$ cat src/csba_pkg.sv
// package: constants and carrier types for the channel status buffer access block
package csba_pkg;
    // register map of the control port
    localparam logic [7:0] CSBA_ADDR_CTRL2 = 8'h02;       // second control register
    localparam logic [7:0] CSBA_ADDR_SNAP0 = 8'h19;       // snapshot byte 0
    localparam logic [7:0] CSBA_ADDR_IRQEN = 8'h03;       // transfer interrupt enable register
    localparam logic [7:0] CSBA_ADDR_IRQST = 8'h04;       // transfer interrupt status register
    // field positions
    localparam int CSBA_CTRL2_INHIBIT_BIT = 7;           // transfer inhibit bit in control register 2
    localparam int CSBA_CTRL2_HWMODE_BIT = 0;            // hardware mode select
    localparam int CSBA_CTRL2_SERSEL_BIT = 1;            // hardware mode: copy pins held low while set
    // reset values
    localparam logic [7:0] CSBA_CTRL2_RESET = 8'h00;     // control register 2 after reset
    localparam logic [7:0] CSBA_IRQEN_RESET = 8'h00;     // interrupt enable after reset
    // sizes and timing
    localparam int CSBA_BYTES_PER_CH = 5;                // stored bytes per channel
    localparam int CSBA_NUM_BYTES = 10;                  // both channels
    localparam int CSBA_BLOCK_FRAMES = 192;              // frames in one channel status block
    localparam logic [7:0] CSBA_LAST_BIT = 8'hBF;        // bit index of the last frame of a block
    localparam int CSBA_COPY_BIT = 2;                    // consumer copy bit index (byte 0)
    localparam int CSBA_GEN_BIT = 15;                    // generation bit index (byte 1 bit 0)

    // one received channel status frame: a bit for each subframe channel
    typedef struct packed {
        logic strobe;   // one-cycle pulse per frame
        logic start;    // first frame of a block
        logic bit_a;    // channel a status bit
        logic bit_b;    // channel b status bit
    } csba_frame_type;

    // control port access
    typedef struct packed {
        logic wr;          // write strobe
        logic rd;          // read strobe
        logic [7:0] addr;  // register address
        logic [7:0] wdata; // write data
    } csba_port_type;
endpackage

$ cat src/csba_top.sv
// module: receive-stage buffer, snapshot buffer and host read path for channel status
`timescale 1ns/10ps
`default_nettype none

module csba_top (
    input wire logic i_mclk,                      // 250 MHz system clock
    input wire logic i_nrst,                      // synchronous reset, active low
    input wire csba_pkg::csba_frame_type i_frame, // decoded frame from receiver logic
    input wire logic i_output_frame_clock,        // output frame clock pin
    input wire csba_pkg::csba_port_type i_port,   // control port access
    output logic [7:0] o_rdata,                   // read data, valid cycle after rd
    output logic o_irq,                           // transfer interrupt, level
    output logic o_copy_permit,                   // copy permitted pin
    output logic o_original_source_pin,           // original source pin
    output logic o_serial_status                  // serial channel status output
);
    // --------------------------------------------------------------------
    // storage
    // --------------------------------------------------------------------
    logic [7:0] recv_buf [csba_pkg::CSBA_NUM_BYTES];  // receive-stage buffer
    logic [7:0] snap_buf [csba_pkg::CSBA_NUM_BYTES];  // readable snapshot buffer
    logic [7:0] bit_idx;        // frame index inside current block
    logic block_ok;             // block started at its first frame, no partial fill
    logic [7:0] ctrl2;          // control register 2
    logic [7:0] irq_en;         // interrupt enable
    logic irq_stat;             // sticky transfer flag
    logic block_end;            // last frame of a complete block
    logic [7:0] fill_idx;       // position of the frame being written; a start frame is position zero
    logic fill_en;              // this strobe belongs to a block that began with its start frame
    logic do_xfer;              // copy happens this cycle
    logic [191:0] ser_block;    // full block of channel a status for serial out
    logic [191:0] ser_shift;    // serial shift register
    logic [7:0] ser_cnt;        // bits remaining
    logic ofc_s1, ofc_s2, ofc_s3; // frame clock synchroniser and edge history

    assign block_end = i_frame.strobe && block_ok && (bit_idx == csba_pkg::CSBA_LAST_BIT);
    // inhibit holds snapshot; next complete block after clear resumes
    assign do_xfer = block_end && !ctrl2[csba_pkg::CSBA_CTRL2_INHIBIT_BIT];

    // --------------------------------------------------------------------
    // block position tracking
    // --------------------------------------------------------------------
    always_ff @(posedge i_mclk)
    begin
        if (!i_nrst)
        begin
            bit_idx <= 8'h00;
            block_ok <= 1'b0;
        end
        else if (i_frame.strobe)
        begin
            if (i_frame.start)
            begin
                bit_idx <= 8'h01;
                block_ok <= 1'b1;   // a fill that began mid-block is never copied
            end
            else if (bit_idx == csba_pkg::CSBA_LAST_BIT)
            begin
                bit_idx <= 8'h00;
                block_ok <= 1'b0;   // wait for the next block start
            end
            else
            begin
                bit_idx <= bit_idx + 8'h01;
            end
        end
    end

    // --------------------------------------------------------------------
    // receive-stage fill: first forty bits per channel, msb first
    // --------------------------------------------------------------------
    // each generated process owns only its own two bytes, so no byte has two drivers
    assign fill_idx = i_frame.start ? 8'h00 : bit_idx;
    assign fill_en = i_frame.strobe && (i_frame.start || block_ok);
    for (genvar g = 0; g < csba_pkg::CSBA_BYTES_PER_CH; g++)
    begin : g_fill
        always_ff @(posedge i_mclk)
        begin
            if (!i_nrst)
            begin
                recv_buf[g] <= 8'h00;
                recv_buf[g + csba_pkg::CSBA_BYTES_PER_CH] <= 8'h00;
            end
            else if (fill_en && fill_idx[7:3] == 5'(g))
            begin
                // earliest bit lands in the msb
                recv_buf[g][3'd7 - fill_idx[2:0]] <= i_frame.bit_a;
                recv_buf[g + csba_pkg::CSBA_BYTES_PER_CH][3'd7 - fill_idx[2:0]] <= i_frame.bit_b;
            end
        end
    end

    // --------------------------------------------------------------------
    // whole-block copy into the snapshot
    // --------------------------------------------------------------------
    // the copy happens once per 192 frames, leaving the host that long to read
    always_ff @(posedge i_mclk)
    begin
        if (!i_nrst)
        begin
            for (int k = 0; k < csba_pkg::CSBA_NUM_BYTES; k++)
                snap_buf[k] <= 8'h00;
        end
        else if (do_xfer)
        begin
            for (int k = 0; k < csba_pkg::CSBA_NUM_BYTES; k++)
                snap_buf[k] <= recv_buf[k];
        end
    end

    // --------------------------------------------------------------------
    // control registers and interrupt
    // --------------------------------------------------------------------
    always_ff @(posedge i_mclk)
    begin
        if (!i_nrst)
        begin
            ctrl2 <= csba_pkg::CSBA_CTRL2_RESET;
            irq_en <= csba_pkg::CSBA_IRQEN_RESET;
        end
        else if (i_port.wr)
        begin
            if (i_port.addr == csba_pkg::CSBA_ADDR_CTRL2)
                ctrl2 <= i_port.wdata;
            else if (i_port.addr == csba_pkg::CSBA_ADDR_IRQEN)
                irq_en <= i_port.wdata;
        end
    end

    // sticky flag: set wins over the read-to-clear in the same cycle
    always_ff @(posedge i_mclk)
    begin
        if (!i_nrst)
            irq_stat <= 1'b0;
        else if (do_xfer)
            irq_stat <= 1'b1;
        else if (i_port.rd && i_port.addr == csba_pkg::CSBA_ADDR_IRQST)
            irq_stat <= 1'b0;
    end

    always_ff @(posedge i_mclk)
    begin
        if (!i_nrst)
            o_irq <= 1'b0;
        else
            o_irq <= (irq_stat || do_xfer) && irq_en[0];
    end

    // --------------------------------------------------------------------
    // read path: snapshot always visible
    // --------------------------------------------------------------------
    always_ff @(posedge i_mclk)
    begin
        if (!i_nrst)
            o_rdata <= 8'h00;
        else if (i_port.rd)
        begin
            if (i_port.addr >= csba_pkg::CSBA_ADDR_SNAP0 &&
                i_port.addr < csba_pkg::CSBA_ADDR_SNAP0 + 8'(csba_pkg::CSBA_NUM_BYTES))
                o_rdata <= snap_buf[4'(i_port.addr - csba_pkg::CSBA_ADDR_SNAP0)];
            else if (i_port.addr == csba_pkg::CSBA_ADDR_CTRL2)
                o_rdata <= ctrl2;
            else if (i_port.addr == csba_pkg::CSBA_ADDR_IRQEN)
                o_rdata <= irq_en;
            else if (i_port.addr == csba_pkg::CSBA_ADDR_IRQST)
                o_rdata <= {7'h00, irq_stat};
            else
                o_rdata <= 8'h00;  // unmapped reads as zero
        end
    end

    // --------------------------------------------------------------------
    // full serial stream and hardware-mode copy pins
    // --------------------------------------------------------------------
    // whole block of channel a collected so the serial pin carries every bit
    always_ff @(posedge i_mclk)
    begin
        if (!i_nrst)
            ser_block <= '0;
        else if (i_frame.strobe)
            ser_block <= {ser_block[190:0], i_frame.bit_a};
    end

    // pin is asynchronous: two flops before any logic looks at it
    always_ff @(posedge i_mclk)
    begin
        if (!i_nrst)
        begin
            ofc_s1 <= 1'b0;
            ofc_s2 <= 1'b0;
            ofc_s3 <= 1'b0;
        end
        else
        begin
            ofc_s1 <= i_output_frame_clock;
            ofc_s2 <= ofc_s1;
            ofc_s3 <= ofc_s2;
        end
    end

    always_ff @(posedge i_mclk)
    begin
        if (!i_nrst)
        begin
            ser_shift <= '0;
            ser_cnt <= 8'h00;
        end
        else if (block_end)
        begin
            ser_shift <= {ser_block[190:0], i_frame.bit_a};
            ser_cnt <= csba_pkg::CSBA_LAST_BIT;
        end
        else if (ofc_s2 != ofc_s3 && ser_cnt != 8'h00)
        begin
            ser_shift <= {ser_shift[190:0], 1'b0};
            ser_cnt <= ser_cnt - 8'h01;
        end
    end

    // hardware mode always drives the serial line; the copy pins carry copy information only while the serial select bit is clear
    always_ff @(posedge i_mclk)
    begin
        if (!i_nrst)
        begin
            o_copy_permit <= 1'b0;
            o_original_source_pin <= 1'b0;
            o_serial_status <= 1'b0;
        end
        else
        begin
            o_serial_status <= ctrl2[csba_pkg::CSBA_CTRL2_HWMODE_BIT] ? ser_shift[191] : 1'b0;
            if (ctrl2[csba_pkg::CSBA_CTRL2_HWMODE_BIT] && !ctrl2[csba_pkg::CSBA_CTRL2_SERSEL_BIT])
            begin
                o_copy_permit <= snap_buf[0][3'd7 - 3'(csba_pkg::CSBA_COPY_BIT)];
                o_original_source_pin <= snap_buf[csba_pkg::CSBA_GEN_BIT / 8][3'd7 - 3'(csba_pkg::CSBA_GEN_BIT % 8)];
            end
            else
            begin
                o_copy_permit <= 1'b0;
                o_original_source_pin <= 1'b0;
            end
        end
    end
endmodule
`default_nettype wire

$ cat config.mk
export PLATFORM = sky130hd
export DESIGN_NAME = csba_top
export DESIGN_NICKNAME = d
export VERILOG_FILES = /design/src/csba_pkg.sv /design/src/csba_top.sv
export SDC_FILE = /design/constraint.sdc
export NUM_CORES = 1
export LEC_CHECK = 0
export ABC_AREA = 1
export BUFFER_PORTS_ARGS = -buffer_cell sky130_fd_sc_hd__buf_2
export CAP_MARGIN = 5
export CORE_UTILIZATION = 59
export DETAILED_ROUTE_END_ITERATION = 10
export PLACE_DENSITY_LB_ADDON = 0.05
export SYNTH_ARGS = -nofsm -noshare
export SYNTH_HDL_FRONTEND = slang
export SYNTH_SLANG_ARGS = --single-unit
export TNS_END_PERCENT = 1
$ cat constraint.sdc
create_clock -name i_mclk -period 9.8 [get_ports i_mclk]
set_input_delay 1.47 -clock i_mclk [delete_from_list [all_inputs] [get_ports i_mclk]]
set_output_delay 1.47 -clock i_mclk [all_outputs]
set_load 0.02 [all_outputs]
-- Word level (Yosys, flattened, before mapping)
Memories as Yosys holds them, arrays and structs flattened. A register that Yosys moved wholly into a read port is not among the register bits.
Cells that the tools add are included.
- word-level logic and storage cells: 284
- memories: 2
- register bits after elaboration: 430
- bits in writable memories: 160
- output and inout bits: 12
- bits of input ports: 25
- memory list (name ; words ; width ; read ports ; clocked after Yosys merged registers in ; wr ports ; RTL line ; RTL):
    recv_buf ; 10 ; 8 ; 10 ; 0 ; 10 ; csba_top.sv:20 ; logic [7:0] recv_buf [csba_pkg::CSBA_NUM_BYTES];
    snap_buf ; 10 ; 8 ; 3 ; 2 ; 10 ; csba_top.sv:21 ; logic [7:0] snap_buf [csba_pkg::CSBA_NUM_BYTES];
- $lt $le $gt $ge: 4
- equal/unequal tests: 9
- add/sub/neg operators: 4
- multiplexer cells: 126
- bitwise gates (word level): 92
- reductions and logical operators: 32
- operators with widths (operator ; number):
    192-bit 2-to-1 mux ; 2
    8-bit 2-to-1 mux ; 23
    1-bit 2-to-1 mux ; 100
    1-bit OR ; 90
    8-bit by 2-bit equality test with 1-bit output (second input constant) ; 2
    1-bit logical AND ; 15
    5-bit by 2-bit equality test with 1-bit output (second input constant) ; 2
    8-bit by 1-bit adder with 8-bit output (second input constant) ; 1
    8-bit by 3-bit equality test with 1-bit output (second input constant) ; 1
    8-bit equality test (second input constant) ; 1
    8-bit by 5-bit greater-or-equal comparator with 1-bit output (second input constant) ; 1
    8-bit by 6-bit less-than comparator with 1-bit output (second input constant) ; 1
    2-bit AND reduction ; 4
    8-bit nonzero test ; 1
    8-bit by 1-bit subtractor with 8-bit output (second input constant) ; 1
    2-bit nonzero test ; 3
    5-bit by 1-bit equality test with 1-bit output (second input constant) ; 1
    5-bit by 3-bit equality test with 1-bit output (second input constant) ; 1
    5-bit zero test ; 1
    1-bit zero test ; 4
    3-bit by 4-bit less-than comparator with 1-bit output (second input constant) ; 1
    4-bit subtractor (second input constant) ; 1
    1-bit demux with 3-bit select ; 1
    3-bit by 1-bit greater-or-equal comparator with 1-bit output (second input constant) ; 1
    other kinds (6) ; 8

-- Depth between registers and ports, before layout
- word-level depth: 8
- depth in mapped cells: 14
- gate-level depth less buffers: 12

-- Least setup slack after synthesis
OpenSTA, ideal clock, no wires.
- path kind: input-to-reg
- from: input port i_nrst
- to: memory snap_buf[0][0], enable pin
- stages on the path: 5
- buffers on the path: 4
- path slack: 5.125 ns
- data arrival time: 3.882 ns
- library setup time: 0.794 ns
- path through: clkbuf_1 > clkbuf_1 > clkbuf_1 > clkbuf_1 > nand2_1
- RTL lines (element ; RTL line ; RTL):
    start: declaration ; csba_top.sv:7 ; input wire logic i_nrst,
    end: declaration ; csba_top.sv:21 ;

-- Worst setup path in the final report
- from: input port i_port[8] (netlist name)
- to: register o_rdata[1]
- longest elaborated chain between the ends: 4
- elaborated cells on any way between the ends: 10
- ends and longest elaborated chain (element ; RTL line ; RTL):
    start: declaration ; csba_top.sv:10 ; input wire csba_pkg::csba_port_type i_port,
    branches (longest 3 deep; another with memory read 10 x 8 bit) ; n/a ;
    8-bit 2-to-1 mux (*) ; csba_top.sv:158 ; if (i_port.addr >= csba_pkg::CSBA_ADDR_SNAP0 &&
    end signal: assignment ; csba_top.sv:160 ; o_rdata <= snap_buf[4'(i_port.addr - csba_pkg::CSBA_ADDR_SNAP0)];
    end signal: assignment ; csba_top.sv:162 ; o_rdata <= ctrl2;
    end signal: assignment ; csba_top.sv:164 ; o_rdata <= irq_en;
    end: declaration ; csba_top.sv:11 ; output logic [7:0] o_rdata,
Mark *: on every way between the ends.
A chain may end at the register's enable or synchronous reset.

==> qor.yml <==
synthFlopType: "dfxtp_1"
startpoint_type: "input port"
drv_slew: 0
hold_path.class: "reg -> reg"
h-tree-depth: 2
ys_seq_area_frac: 0.557
yosysWarnings: 0
areaGrowthSynthToFinish_pct: 8.50
synth-async-reset-ratio: 0
drv_cap: 0
min_from: "ofc_s1$_SDFF_PN0_"
dpl_cell_area_sq_mm: 0.0243
synth_top_area_frac: 0.358
syn_area_per_cell_sq_um: 7.84
fmax_ghz: 0.211
cts_tree: "done"
syn-instance-count: 3082
dpl.hpwl_um: 29000
avgViaCountPerCell: 5.52
fill_cells: 3431
netlist_top_cells_area: "dfxtp_1, edfxtp_1, nand2_1, nor2_1, o21ai_0"
routed_wl_um: 53700
drt-pass1-iter-count: 5
power_density_mw_per_mm2: 197
skew_ns: 0.0131
setup_viol: 0
placementRows: 73
timing.final.crit_share: 0.484
multi_input_area_sq_mm: 0.00932
cts_resized: 0
status: "completed"
dr_total_vias: 19700
yosysMostFrequentCell: "nand2_1"
grt_antenna_before_repair: 0
clk_pin_slew_ns: 0.06
max-slew-margin-rel: 0.237
fin_crit_ns: 4.74
path_class: "in -> reg"
rsz0062_at_grt: "no"
wire_per_inst_um: 15.1
tns_ns: 0
ys_ff_latch: 592
grt.overflow.total: 0
synth_common_cells: "nand2_1, nor2_1, dfxtp_1"
ys_types: 35
synth_edf_count: 160
regArea_sq_mm: 0.0135
ff2ff_path_depth: 10
drt_first_iter_violations: 1592
timing.final.hold_violations: 0
core-area_sq_mm: 0.0401
grt_max_degree: 128
root_buffer: "clkbuf_16"
antenna_left: 0
hold_end: "ofc_s2$_SDFF_PN0_"
yosys.area.top_type: "dfxtp_1"
clk-insertion-delay-late_ns: 0.60
grtUsageTotal: 0.260
die_w_um: 204
synth_nets: 3115
layout.nets: 3023
gp_congestion: 0.834
initial_utilization: 0.602
diodes: 0
grt_pass1_vias: 19000
hold_depth: 2
die-area_sq_mm: 0.0417
drc: 0
ioPinCount: 37
clock_sinks: 592
vdd_ir_drop_max_uv: 139
cts_buffers: 59
grt_pass1_wl_um: 89900
r2r_slack_ns: 5.73
design_area_sq_mm: 0.0262
layout-drive-gt1-share: 0.0569
portBuffers: 36
worstMarginPinSlew_ns: 1.14
p_leak_nw: 10.5
ctsHoldBuffers: 0
crit_start: "i_port[8]"
arrival_ns: 5.26
crit_fanout: 44
end_kind: "flop"
clock_path_buffers: 3
die_h_um: 204
cts_setup_buffers: 0
r2r_start: "bit_idx[0]$_SDFFE_PN0P_"
worstPathRequired_ns: 10.31
synth_area_sq_mm: 0.0242
regToRegEndpoint: "snap_buf[8][1]$_SDFFCE_PN0P_"
power.total_w: 0.00517
-- how the worst max path moves through the flow --
| stage | to | slack (ns) |
|---|---|---|
| detailed placement | o_rdata[2]$_SDFFE_PN0P_ | 4.11 |
| finish | o_rdata[1]$_SDFFE_PN0P_ | 5.06 |
| global route | o_rdata[5]$_SDFFE_PN0P_ | 4.80 |
| global placement | o_rdata[1]$_SDFFE_PN0P_ | 4.22 |
| CTS | o_rdata[1]$_SDFFE_PN0P_ | 4.72 |
| floorplan | snap_buf[0][0]$_SDFFCE_PN0P_ | 5.12 |
-- sequential cells by signal, indices dropped and copies added (netlist names), 8 cells and up --
register	cells
o_rdata	8
irq_en	8
ser_cnt	8
snap_buf	80
bit_idx	8
ser_block	191
ctrl2	8
ser_shift	192
recv_buf	80
-- report_power, final --
part           internal (W)  total, W  switching [W]  leakage (nW)
clock               0.00123   0.00215       0.000916         0.918
combinational     0.0000929  0.000384       0.000291          4.38
sequential          0.00259   0.00264      0.0000470          5.16
-- cells in the final DEF (no fill, tap or decap), types with 2 or more instances in the layout --
cell type,n
dfxtp_1,432
ha_1,8
clkinv_2,15
buf_2,34
o211ai_1,2
a21boi_0,6
nand3_1,235
inv_1,134
a31oi_1,132
clkinv_1,5
or2_2,2
clkbuf_16,61
o21a_1,2
nand2_1,776
a21oi_1,41
clkbuf_1,19
edfxtp_1,160
clkbuf_8,10
nand4_1,3
buf_4,20
nor2_2,4
inv_2,7
nor2_1,650
nor4_4,4
nor3_2,2
o21ai_0,240
nand2_2,3
nor2_4,3
nor4_1,3
xnor2_1,2
xor2_1,4
nor3_1,8
-- layer usage --
| layer | up-vias | track usage | part of all wire |
|---|---|---|---|
| met5 | - | 0 | 0 |
| met4 | 0 | 0.0805 | 0.021 |
| met3 | 85 | 0.0303 | 0.043 |
| met2 | 436 | 0.479 | 0.50 |
| met1 | 9319 | 0.316 | 0.44 |
| li1 | 9817 | - | - |
-- critical path, cell delays in order --
cell	delay (ns)
buf_2	0.62
inv_1	0.57
ha_1	1.05
clkinv_1	0.66
nor2_1	0.23
o21ai_0	0.10
nand3_1	0.08
nand3_1	0.10
nand2_1	0.16
nand2_1	0.08
a21oi_1	0.12
-- cells by family after synthesis --
family,Yosys count,share of synthesized area
AOI/OAI and AO/OA,425,0.0962
xor gates and xnor gates,6,0.00218
adders and majority gates,8,0.00414
buffers and inverters,354,0.0579
DFF,592,0.557
and+or+nand+nor,1697,0.283
-- layout make-up --
class	count	area share
inverter	144	0.0209
tap	525	0.0251
timing repair buffer	57	0.0142
multi-input combinational	2136	0.356
clock inverter	21	0.00487
sequential	592	0.513
clock buffer	89	0.0657
-- metrics by stage --
| step | hold WS (ns) | std cells | util | worst slack [ns] |
|---|---|---|---|---|
| after floorplan | 0.390 | 3082 | - | 5.12 |
| after CTS | 0.421 | 3563 | 0.653 | 4.72 |
| after global routing | 0.452 | 3564 | 0.653 | 4.80 |
| after detailed placement | 0.405 | 3453 | 0.607 | 4.11 |
| final | 0.416 | 3564 | 0.653 | 5.06 |
| after global placement | 0.397 | 3453 | 0.607 | 4.22 |
Note: power is estimated with default switching activity, not from simulation.
